## config.mk

```make
export PLATFORM = sky130hd
export DESIGN_NAME = lan_eeprom_mdi_rx_regs
export DESIGN_NICKNAME = d
export VERILOG_FILES = /design/src/logic/lan_regs_pkg.sv /design/src/logic/mgmt_serial_engine.sv /design/src/logic/lan_eeprom_mdi_rx_regs.sv
export SDC_FILE = /design/constraint.sdc
export NUM_CORES = 1
export LEC_CHECK = 0
export BUFFER_PORTS_ARGS = -buffer_cell sky130_fd_sc_hd__buf_2
export CELL_PAD_IN_SITES_DETAIL_PLACEMENT = 0
export CELL_PAD_IN_SITES_GLOBAL_PLACEMENT = 1
export CORE_MARGIN = 3
export CORE_UTILIZATION = 50
export DETAILED_ROUTE_END_ITERATION = 10
export GPL_ROUTABILITY_DRIVEN = 0
export PLACE_DENSITY_LB_ADDON = 0.1
export SYNTH_ARGS = -nofsm -noshare
export SYNTH_HDL_FRONTEND = slang
export SYNTH_SLANG_ARGS = --single-unit
```

## constraint.sdc

```tcl
create_clock -name I_CLK_SYS -period 20.7 [get_ports I_CLK_SYS]
set_clock_uncertainty 0.2 [all_clocks]
set_input_delay 4.14 -clock I_CLK_SYS [delete_from_list [all_inputs] [get_ports I_CLK_SYS]]
set_output_delay 4.14 -clock I_CLK_SYS [all_outputs]
set_load 0.01 [all_outputs]
```

## src/logic/lan_regs_pkg.sv

```systemverilog
// Purpose: shared constants for the lan eeprom / management / receive register slice
// Assumes: 100 MHz system clock, 32-bit classic wishbone, one word per register index
// Notes: byte address of a register is four times its index
package lan_regs_pkg;
  // register indices; byte address = index * 4
  localparam logic [5:0] IDX_EEPROM = 6'h0e;
  localparam logic [5:0] IDX_MGMT = 6'h10;
  localparam logic [5:0] IDX_RXCNT = 6'h14;
  localparam logic [5:0] IDX_ERX = 6'h18;

  // eeprom_bitbang_control fields
  localparam int EE_SK_BIT = 0;
  localparam int EEPROM_SELECT_PIN_BIT = 1;
  localparam int EE_DI_BIT = 2;
  localparam int EE_DO_BIT = 3;
  localparam logic [7:0] EE_RESET = 8'h00;

  // phy_management_command fields
  localparam int MC_IE_BIT = 29;
  localparam int MC_RDY_BIT = 28;
  localparam int MC_OP_LSB = 26;
  localparam int MC_PHY_LSB = 21;
  localparam int MC_REG_LSB = 16;
  localparam logic [31:0] MC_RESET = 32'h0000_0000;
  localparam logic [31:0] MC_WMASK = 32'h3fff_ffff;
  localparam logic [1:0] OP_WRITE = 2'b01;
  localparam logic [1:0] OP_READ = 2'b10;

  localparam logic [31:0] RXCNT_RESET = 32'h0000_0000;
  localparam logic [7:0] ERX_RESET = 8'h00;

  // management frame layout, the most significant bit is the first bit on the wire
  localparam logic [31:0] PREAMBLE = 32'hffff_ffff;
  localparam logic [1:0] START_CODE = 2'b01;
  localparam logic [1:0] TA_WRITE = 2'b10;
  localparam logic [1:0] TA_READ = 2'b00;
  localparam logic [6:0] FRAME_LAST = 7'h3f;
  localparam logic [6:0] READ_RELEASE = 7'h2e;
  localparam logic [6:0] READ_DATA_FIRST = 7'h30;

  // management clock half period
  localparam int CLK_PERIOD_NS = 10;
  localparam int MDC_HALF_NS = 200;
  localparam int MDC_HALF_CYC = (MDC_HALF_NS + CLK_PERIOD_NS - 1) / CLK_PERIOD_NS;

  // early receive: length field, header ahead of the payload, quad-word size
  localparam logic [15:0] ETH_HDR_BYTES = 16'h000e;
  localparam logic [15:0] ETH_MAX_LEN = 16'h05dc;
  localparam int QW_SHIFT = 3;

  typedef enum logic [2:0] {
    ST_IDLE = 3'b001,
    ST_RUN = 3'b010,
    ST_END = 3'b100
  } mgmt_state_t;
endpackage

```

## src/logic/mgmt_serial_engine.sv

```systemverilog
// Purpose: shifts one management read or write frame to the physical-layer chip
// Assumes: i_mdio_i already synchronised; start only taken while idle
// Notes: data changes while the management clock is low, read data sampled on its rise
module mgmt_serial_engine #(
  parameter int HALF_CYC = lan_regs_pkg::MDC_HALF_CYC
) (
  input wire logic i_clk,
  input wire logic i_rst,
  input wire logic i_start,
  input wire logic i_op_read,
  input wire logic [4:0] i_phy,
  input wire logic [4:0] i_reg,
  input wire logic [15:0] i_wdata,
  input wire logic i_mdio_i,
  output logic o_busy,
  output logic o_done,
  output logic [15:0] o_rdata,
  output logic o_mdc,
  output logic o_mdio_o,
  output logic o_mdio_oe
);
  // the divider is eight bits wide and a half period needs at least two cycles
  if (HALF_CYC < 2 || HALF_CYC > 255) begin : g_bad_half
    $error("HALF_CYC out of range");
  end

  lan_regs_pkg::mgmt_state_t state_r;
  logic [7:0] div_r;
  logic [6:0] bit_r;
  logic [63:0] tx_r;
  logic [15:0] rx_r;
  logic rd_r;
  logic mdc_r;
  logic oe_r;

  wire tick = (div_r == 8'(HALF_CYC - 1));
  wire running = (state_r == lan_regs_pkg::ST_RUN);
  wire [6:0] bit_inc = bit_r + 7'h01;
  wire [1:0] op_code = i_op_read ? lan_regs_pkg::OP_READ : lan_regs_pkg::OP_WRITE;
  wire [1:0] ta_code = i_op_read ? lan_regs_pkg::TA_READ : lan_regs_pkg::TA_WRITE;
  // preamble, start, opcode, phy, register, turnaround, data
  wire [63:0] frame = {lan_regs_pkg::PREAMBLE, lan_regs_pkg::START_CODE, op_code,
                       i_phy, i_reg, ta_code, i_wdata};

  always_ff @(posedge i_clk or posedge i_rst) begin
    if (i_rst) begin
      state_r <= lan_regs_pkg::ST_IDLE;
    end else begin
      case (state_r)
        lan_regs_pkg::ST_IDLE: if (i_start) state_r <= lan_regs_pkg::ST_RUN;
        lan_regs_pkg::ST_RUN: if (tick && mdc_r && bit_r == lan_regs_pkg::FRAME_LAST) state_r <= lan_regs_pkg::ST_END;
        lan_regs_pkg::ST_END: state_r <= lan_regs_pkg::ST_IDLE;
        default: state_r <= lan_regs_pkg::ST_IDLE;
      endcase
    end
  end

  always_ff @(posedge i_clk or posedge i_rst) begin
    if (i_rst) begin
      div_r <= 8'h00;
    end else begin
      div_r <= (!running || tick) ? 8'h00 : div_r + 8'h01;
    end
  end

  always_ff @(posedge i_clk or posedge i_rst) begin
    if (i_rst) begin
      tx_r <= 64'h0;
      bit_r <= 7'h00;
      rd_r <= 1'b0;
      mdc_r <= 1'b0;
      oe_r <= 1'b0;
    end else if (state_r == lan_regs_pkg::ST_IDLE && i_start) begin
      tx_r <= frame;
      bit_r <= 7'h00;
      rd_r <= i_op_read;
      oe_r <= 1'b1;
    end else if (running && tick) begin
      mdc_r <= !mdc_r;
      if (mdc_r && bit_r != lan_regs_pkg::FRAME_LAST) begin
        bit_r <= bit_inc;
        tx_r <= {tx_r[62:0], 1'b0};
        // a read hands the line to the chip from the turnaround on
        oe_r <= !(rd_r && bit_inc >= lan_regs_pkg::READ_RELEASE);
      end
    end else if (!running) begin
      oe_r <= 1'b0;
      mdc_r <= 1'b0;
    end
  end

  always_ff @(posedge i_clk or posedge i_rst) begin
    if (i_rst) begin
      rx_r <= 16'h0000;
    end else if (running && tick && !mdc_r && rd_r && bit_r >= lan_regs_pkg::READ_DATA_FIRST) begin
      rx_r <= {rx_r[14:0], i_mdio_i};
    end
  end

  assign o_busy = (state_r != lan_regs_pkg::ST_IDLE);
  assign o_done = (state_r == lan_regs_pkg::ST_END);
  assign o_rdata = rx_r;
  assign o_mdc = mdc_r;
  assign o_mdio_o = tx_r[63];
  assign o_mdio_oe = oe_r;
endmodule

```

## src/logic/lan_eeprom_mdi_rx_regs.sv

```systemverilog
// Purpose: eeprom bit-bang port, phy management command, rx dma byte count, early receive
// Assumes: classic wishbone slave on I_CLK_SYS; receive strobes come from logic on the same clock
// Notes: every access is answered one cycle after the request, unmapped ones read zero
//
// The implementer's own choice: the Wishbone register port.
module lan_eeprom_mdi_rx_regs #(
  parameter int MDC_HALF = lan_regs_pkg::MDC_HALF_CYC
) (
  input wire logic I_CLK_SYS,
  input wire logic I_RST,
  input wire logic I_WB_CYC,
  input wire logic I_WB_STB,
  input wire logic I_WB_WE,
  input wire logic [7:0] I_WB_ADR,
  input wire logic [3:0] I_WB_SEL,
  input wire logic [31:0] I_WB_DAT_I,
  output logic [31:0] O_WB_DAT_O,
  output logic O_WB_ACK,
  output logic O_EE_SELECT,
  output logic O_EE_SHIFT_CLK,
  output logic O_EE_TO_CHIP,
  input wire logic I_EE_FROM_CHIP,
  output logic O_MDC,
  output logic O_MDIO_O,
  output logic O_MDIO_OE,
  input wire logic I_MDIO_I,
  input wire logic I_RX_DMA_BYTE_STB,
  input wire logic I_RX_FRAME_START,
  input wire logic I_RX_BYTE_STB,
  input wire logic I_RX_LEN_VALID,
  input wire logic [15:0] I_RX_TYPE_LEN,
  input wire logic I_RX_FRAME_END,
  output logic O_MGMT_DONE_EVT,
  output logic O_EARLY_RX_EVT,
  output logic O_FRAME_RX_EVT
);
  function automatic logic [31:0] merge_lanes(input logic [31:0] old, input logic [31:0] wdat,
                                              input logic [3:0] sel);
    logic [31:0] res;
    res = old;
    for (int i = 0; i < 4; i++) begin
      if (sel[i]) res[i*8 +: 8] = wdat[i*8 +: 8];
    end
    return res;
  endfunction

  // pin synchronisers; first stages feed only the second
  logic ee_s1_r, ee_s2_r, md_s1_r, md_s2_r;
  always_ff @(posedge I_CLK_SYS or posedge I_RST) begin
    if (I_RST) begin
      ee_s1_r <= 1'b0;
      ee_s2_r <= 1'b0;
      md_s1_r <= 1'b0;
      md_s2_r <= 1'b0;
    end else begin
      ee_s1_r <= I_EE_FROM_CHIP;
      ee_s2_r <= ee_s1_r;
      md_s1_r <= I_MDIO_I;
      md_s2_r <= md_s1_r;
    end
  end

  // bus slave: one wait state, ack drops the cycle after it rises
  logic ack_r;
  logic [31:0] dat_r;
  wire req = I_WB_CYC && I_WB_STB;
  wire take = req && !ack_r;
  wire wr_en = take && I_WB_WE;
  wire [5:0] idx = I_WB_ADR[7:2];
  wire hit_ee = (idx == lan_regs_pkg::IDX_EEPROM);
  wire hit_mc = (idx == lan_regs_pkg::IDX_MGMT);
  wire hit_cnt = (idx == lan_regs_pkg::IDX_RXCNT);
  wire hit_erx = (idx == lan_regs_pkg::IDX_ERX);

  // eeprom bit-bang port
  logic eeprom_select_pin_r, ee_sk_r, ee_di_r;
  wire ee_wr = wr_en && hit_ee && I_WB_SEL[0];
  always_ff @(posedge I_CLK_SYS or posedge I_RST) begin
    if (I_RST) begin
      eeprom_select_pin_r <= lan_regs_pkg::EE_RESET[lan_regs_pkg::EEPROM_SELECT_PIN_BIT];
      ee_sk_r <= lan_regs_pkg::EE_RESET[lan_regs_pkg::EE_SK_BIT];
      ee_di_r <= lan_regs_pkg::EE_RESET[lan_regs_pkg::EE_DI_BIT];
    end else if (ee_wr) begin
      eeprom_select_pin_r <= I_WB_DAT_I[lan_regs_pkg::EEPROM_SELECT_PIN_BIT];
      ee_sk_r <= I_WB_DAT_I[lan_regs_pkg::EE_SK_BIT];
      ee_di_r <= I_WB_DAT_I[lan_regs_pkg::EE_DI_BIT];
    end
  end
  // select and clock timing are left to software; the pins follow the bits directly
  assign O_EE_SELECT = eeprom_select_pin_r;
  assign O_EE_SHIFT_CLK = ee_sk_r;
  assign O_EE_TO_CHIP = ee_di_r;
  // data-in bit is write-only and reads back as zero
  wire [31:0] ee_rd = {28'h0, ee_s2_r, 1'b0, eeprom_select_pin_r, ee_sk_r};

  // management command register
  logic [31:0] mc_r;
  logic [31:0] mc_nxt;
  logic bad_op_r;
  logic eng_busy, eng_done;
  logic [15:0] eng_rdata;
  wire [31:0] mc_merged = merge_lanes(mc_r, I_WB_DAT_I, I_WB_SEL) & lan_regs_pkg::MC_WMASK;
  // writes while a frame runs are dropped so the frame fields stay intact
  wire mc_wr = wr_en && hit_mc && !eng_busy;
  wire mc_launch = mc_wr && I_WB_SEL[3];
  wire [1:0] new_op = mc_merged[lan_regs_pkg::MC_OP_LSB +: 2];
  wire op_ok = (new_op == lan_regs_pkg::OP_WRITE) || (new_op == lan_regs_pkg::OP_READ);
  wire eng_start = mc_launch && op_ok;
  wire mc_finish = eng_done || bad_op_r;
  wire cur_read = (mc_r[lan_regs_pkg::MC_OP_LSB +: 2] == lan_regs_pkg::OP_READ);

  always_comb begin
    mc_nxt = mc_r;
    if (mc_wr) mc_nxt = mc_merged;
    if (eng_done && cur_read) mc_nxt[15:0] = eng_rdata;
    // the hardware set wins over a software clear in the same cycle
    if (mc_finish) mc_nxt[lan_regs_pkg::MC_RDY_BIT] = 1'b1;
  end

  always_ff @(posedge I_CLK_SYS or posedge I_RST) begin
    if (I_RST) begin
      mc_r <= lan_regs_pkg::MC_RESET;
      bad_op_r <= 1'b0;
      O_MGMT_DONE_EVT <= 1'b0;
    end else begin
      mc_r <= mc_nxt;
      bad_op_r <= mc_launch && !op_ok;
      O_MGMT_DONE_EVT <= mc_finish && mc_r[lan_regs_pkg::MC_IE_BIT];
    end
  end

  mgmt_serial_engine #(
    .HALF_CYC(MDC_HALF)
  ) u_engine (
    .i_clk(I_CLK_SYS),
    .i_rst(I_RST),
    .i_start(eng_start),
    .i_op_read(new_op == lan_regs_pkg::OP_READ),
    .i_phy(mc_merged[lan_regs_pkg::MC_PHY_LSB +: 5]),
    .i_reg(mc_merged[lan_regs_pkg::MC_REG_LSB +: 5]),
    .i_wdata(mc_merged[15:0]),
    .i_mdio_i(md_s2_r),
    .o_busy(eng_busy),
    .o_done(eng_done),
    .o_rdata(eng_rdata),
    .o_mdc(O_MDC),
    .o_mdio_o(O_MDIO_O),
    .o_mdio_oe(O_MDIO_OE)
  );

  // receive dma byte count, read-only
  logic [31:0] rxcnt_r;
  always_ff @(posedge I_CLK_SYS or posedge I_RST) begin
    if (I_RST) begin
      rxcnt_r <= lan_regs_pkg::RXCNT_RESET;
    end else if (I_RX_DMA_BYTE_STB) begin
      rxcnt_r <= rxcnt_r + 32'h1;
    end
  end

  // early receive threshold
  logic [7:0] erx_r;
  always_ff @(posedge I_CLK_SYS or posedge I_RST) begin
    if (I_RST) begin
      erx_r <= lan_regs_pkg::ERX_RESET;
    end else if (wr_en && hit_erx && I_WB_SEL[0]) begin
      erx_r <= I_WB_DAT_I[7:0];
    end
  end

  // frame tracking; a type value instead of a length never arms the early event
  logic [15:0] frm_bytes_r, frm_expect_r;
  logic armed_r, fired_r;
  wire [15:0] remaining = (frm_expect_r > frm_bytes_r) ? frm_expect_r - frm_bytes_r : 16'h0000;
  wire [15:0] erx_bytes = {5'h00, erx_r, 3'b000};
  wire early_hit = armed_r && !fired_r && (erx_r != 8'h00) && (remaining <= erx_bytes);

  always_ff @(posedge I_CLK_SYS or posedge I_RST) begin
    if (I_RST) begin
      frm_bytes_r <= 16'h0000;
      frm_expect_r <= 16'h0000;
      armed_r <= 1'b0;
      fired_r <= 1'b0;
    end else if (I_RX_FRAME_START) begin
      frm_bytes_r <= 16'h0000;
      armed_r <= 1'b0;
      fired_r <= 1'b0;
    end else begin
      if (I_RX_BYTE_STB) frm_bytes_r <= frm_bytes_r + 16'h0001;
      if (I_RX_LEN_VALID && I_RX_TYPE_LEN <= lan_regs_pkg::ETH_MAX_LEN) begin
        frm_expect_r <= I_RX_TYPE_LEN + lan_regs_pkg::ETH_HDR_BYTES;
        armed_r <= 1'b1;
      end
      if (early_hit) fired_r <= 1'b1;
      if (I_RX_FRAME_END) armed_r <= 1'b0;
    end
  end

  always_ff @(posedge I_CLK_SYS or posedge I_RST) begin
    if (I_RST) begin
      O_EARLY_RX_EVT <= 1'b0;
      O_FRAME_RX_EVT <= 1'b0;
    end else begin
      O_EARLY_RX_EVT <= early_hit;
      O_FRAME_RX_EVT <= I_RX_FRAME_END;
    end
  end

  // read mux and answer
  wire [31:0] rd_mux = hit_ee ? ee_rd :
                       hit_mc ? mc_r :
                       hit_cnt ? rxcnt_r :
                       hit_erx ? {24'h0, erx_r} : 32'h0;
  always_ff @(posedge I_CLK_SYS or posedge I_RST) begin
    if (I_RST) begin
      ack_r <= 1'b0;
      dat_r <= 32'h0;
    end else begin
      ack_r <= take;
      if (take && !I_WB_WE) dat_r <= rd_mux;
    end
  end
  assign O_WB_ACK = ack_r;
  assign O_WB_DAT_O = dat_r;
endmodule

```

==> flow_summary.json <==
{
  "status": "completed",
  "synth_edf_count": 0,
  "crit_chain": "buf_2, or4b_1, or2_1, nor3b_4, buf_4, nor2_2, a221o_1",
  "wirelength_um": 27700,
  "cp-start-kind": "input port",
  "async_flop_share_pct": 100,
  "post-route-period-util_pct": 33.8,
  "fin_crit_ns": 6.99,
  "floorplan.initialDensity_pct": 51.3,
  "synthesis.area_mm2": 0.0121,
  "h-tree-depth": 1,
  "final_common_cell": "dfrtp_1",
  "drt_iter0_drc": 688,
  "final_antenna_net_count": 0,
  "viasPerCell": 5.39,
  "cts_tree": "yes",
  "cts_setup_buffers": 0,
  "overflow": 0,
  "r2r_setup_slack_ns": 16.49,
  "yosysSeqAreaShare_pct": 51.3,
  "min_path_type": "register to register",
  "final_cell_mix": "248 x dfrtp_1, 167 x nor2_1, 136 x nand2_1, 109 x buf_2, 102 x o21ai_0",
  "leakage_nw": 6.76,
  "synth.distinct_cells": 63,
  "dpl.hpwl_um": 19000,
  "antenna_found_initial": 0,
  "hold_path.startpoint": "ee_s1_r",
  "cts_hold_buf": 0,
  "cap_violations": 0,
  "core_mm2": 0.0237,
  "worst_path_max_delay_cell": "nor2_2",
  "ios": 114,
  "path_buf_inv": 2,
  "cp_max_fo": 37,
  "ys_ff_latch": 249,
  "fillers": 2145,
  "clkTransAtPathRegs_ns": 0.06,
  "drt-wirelength-per-cell_um": 16.7,
  "final_util_pct": 58.9,
  "relSlewSlack_pct": 16.3,
  "reg2reg_from": "frm_bytes_r[0]",
  "peakVddDrop_uv": 110,
  "clk_root_buffer_cell": "clkbuf_16",
  "syn_to_final_growth_pct": 14.9,
  "crit_cells": 7,
  "holdPathEnd": "ee_s2_r",
  "clk_latency_ns": 0.55,
  "portBuffers": 109,
  "clockBufferDepth": 3,
  "clock_sinks": 249,
  "grt_max_degree": 118,
  "nNetsFinal": 1423,
  "yosys_warnings": 0,
  "whs_ns": 0.150,
  "powerDensity_mw_per_mm2": 88.2,
  "max_freq_mhz": 143,
  "slew_viol_final": 0,
  "syn_avg_cell_area_um2": 9.87,
  "drcViolationCount": 0,
  "end_kind": "register",
  "rows": 56,
  "cp.arrival_ns": 7.26,
  "worst_pin_slew_ns": 1.25,
  "synth_flop_cell": "dfrtp_1",
  "chipWidth_um": 162,
  "dr_total_vias": 8931,
  "criticalPathCategory": "input port to register",
  "setup_tns_ns": 0,
  "reg2reg_depth": 17,
  "hold_viol": 0,
  "whs_path_depth": 0,
  "numCtsBuffers": 28,
  "drive_above_1_share_pct": 16.2,
  "max_stage_delay_ns": 1.00,
  "grt_pass1_wl_um": 46300,
  "cp_top_family": "simple AND/OR/NAND/NOR gates",
  "critical_path_required_ns": 20.97,
  "rsz0062_at_grt": "no",
  "firstDrtPassIters": 5,
  "antenna_cells": 0,
  "dieArea_mm2": 0.0262,
  "grt_usage_pct": 21.5,
  "finalSetupViolCount": 0,
  "netlist_instances": 1231,
  "die_h_um": 162,
  "synth_nets": 1336,
  "grt_pass1_vias": 8738,
  "cts_resized": 0,
  "worstReg2RegEnd": "fired_r"
}
## logic make-up (layout without fill, tap and decap cells)
| logic type | after synthesis | after routing | share of synthesized area [%] |
|---|---|---|---|
| and+or+nand+nor | 477 | 477 | 18.2 |
| DFF | 249 | 249 | 51.3 |
| AOI/OAI and AO/OA | 218 | 218 | 11.0 |
| muxes | 85 | 85 | 7.64 |
| adders and majority gates | 33 | 33 | 3.46 |
| buffers and inverters | 103 | 211 | 3.67 |
| xor gates and xnor gates | 66 | 66 | 4.76 |
## per-stage QoR
step / cells / setup slack [ns] / instance area (um^2) / total power (W)
after floorplan: 1231 / 9.52 / 12100 / 0.000628
after global placement: 1607 / 13.22 / 12900 / 0.000666
after detailed placement: 1607 / 13.20 / 12900 / 0.000669
after CTS: 1658 / 13.77 / 14000 / 0.00124
after global routing: 1658 / 13.55 / 14000 / 0.00129
final: 1658 / 13.71 / 14000 / 0.00123
## flip-flops by register name (all words and copies together), names as in the netlist, 3 cells and up
register,count
frm_bytes_r,16
u_engine.o_rdata,16
O_WB_DAT_O,32
erx_r,8
u_engine.bit_r,7
frm_expect_r,16
mc_r,30
u_engine.state_r,3
u_engine.div_r,8
u_engine.tx_r,64
rxcnt_r,32
## cell usage after synthesis, drive strengths merged, types with 2 or more instances
library cell / count / area, um^2
buf: 22 / 141
or2: 4 / 25.0
a41o: 2 / 20.0
or4b: 3 / 33.8
o2bb2ai: 4 / 35.0
nand3b: 3 / 22.5
o211ai: 3 / 22.5
a221o: 26 / 260
and3b: 3 / 26.3
nor3: 45 / 235
nor2b: 3 / 18.8
ha: 32 / 400
mux2i: 53 / 531
nor2: 168 / 633
o31ai: 3 / 22.5
xor2: 19 / 166
dfrtp: 248 / 6210
o21ai: 103 / 515
nor4: 8 / 65.1
nand3: 38 / 190
o22ai: 3 / 18.8
a21boi: 3 / 22.5
a21oi: 48 / 240
or3: 8 / 55.1
a211oi: 5 / 37.5
nand4b: 2 / 17.5
and3: 10 / 62.6
nand2b: 5 / 38.8
xnor2: 47 / 412
mux2: 32 / 398
nand2: 137 / 517
a21o: 4 / 30.0
nor3b: 6 / 50.1
and2: 8 / 50.1
o21a: 3 / 22.5
nand4: 24 / 150
inv: 44 / 165
a31oi: 5 / 31.3
clkbuf: 37 / 139
## power breakdown
| group | total (W) | switching, W | leakage [nW] | internal [W] |
|---|---|---|---|---|
| clock network | 0.000571 | 0.000204 | 0.530 | 0.000367 |
| logic | 0.000140 | 0.0000824 | 2.96 | 0.0000574 |
| registers | 0.000521 | 0.0000169 | 3.28 | 0.000504 |
| total | 0.00123 | 0.000304 | 6.76 | 0.000928 |
## area by class of cell
class                   count  area (um^2)  share of cell area (%)
clock buffers              31          732                    5.24
clock inverters            20          343                    2.46
inverters                  44          173                    1.24
multi-input cells         879         5480                    39.3
flip-flops and latches    249         6230                    44.7
well taps                 319          399                    2.86
repair buffers            116          598                    4.29
## routing by layer
metal	track usage [%]	up-vias	share of wire [%]
li1	-	4455	-
met1	33.9	4292	51
met2	32.2	151	44
met3	3.01	33	3.8
met4	3.72	0	1.5
met5	0	-	0
## how the worst max path moves through the flow
| stage | startpoint | to | slack, ns |
|---|---|---|---|
| after floorplan | I_RST | O_EARLY_RX_EVT | 9.52 |
| after global placement | I_WB_ADR[4] | u_engine.tx_r[25] | 13.22 |
| after detailed placement | I_WB_ADR[4] | u_engine.tx_r[21] | 13.20 |
| after CTS | I_WB_ADR[4] | u_engine.tx_r[21] | 13.77 |
| after global routing | I_WB_ADR[4] | u_engine.tx_r[26] | 13.55 |
| final | I_WB_ADR[4] | u_engine.tx_r[21] | 13.71 |
Power figures use the tool's default switching activity.
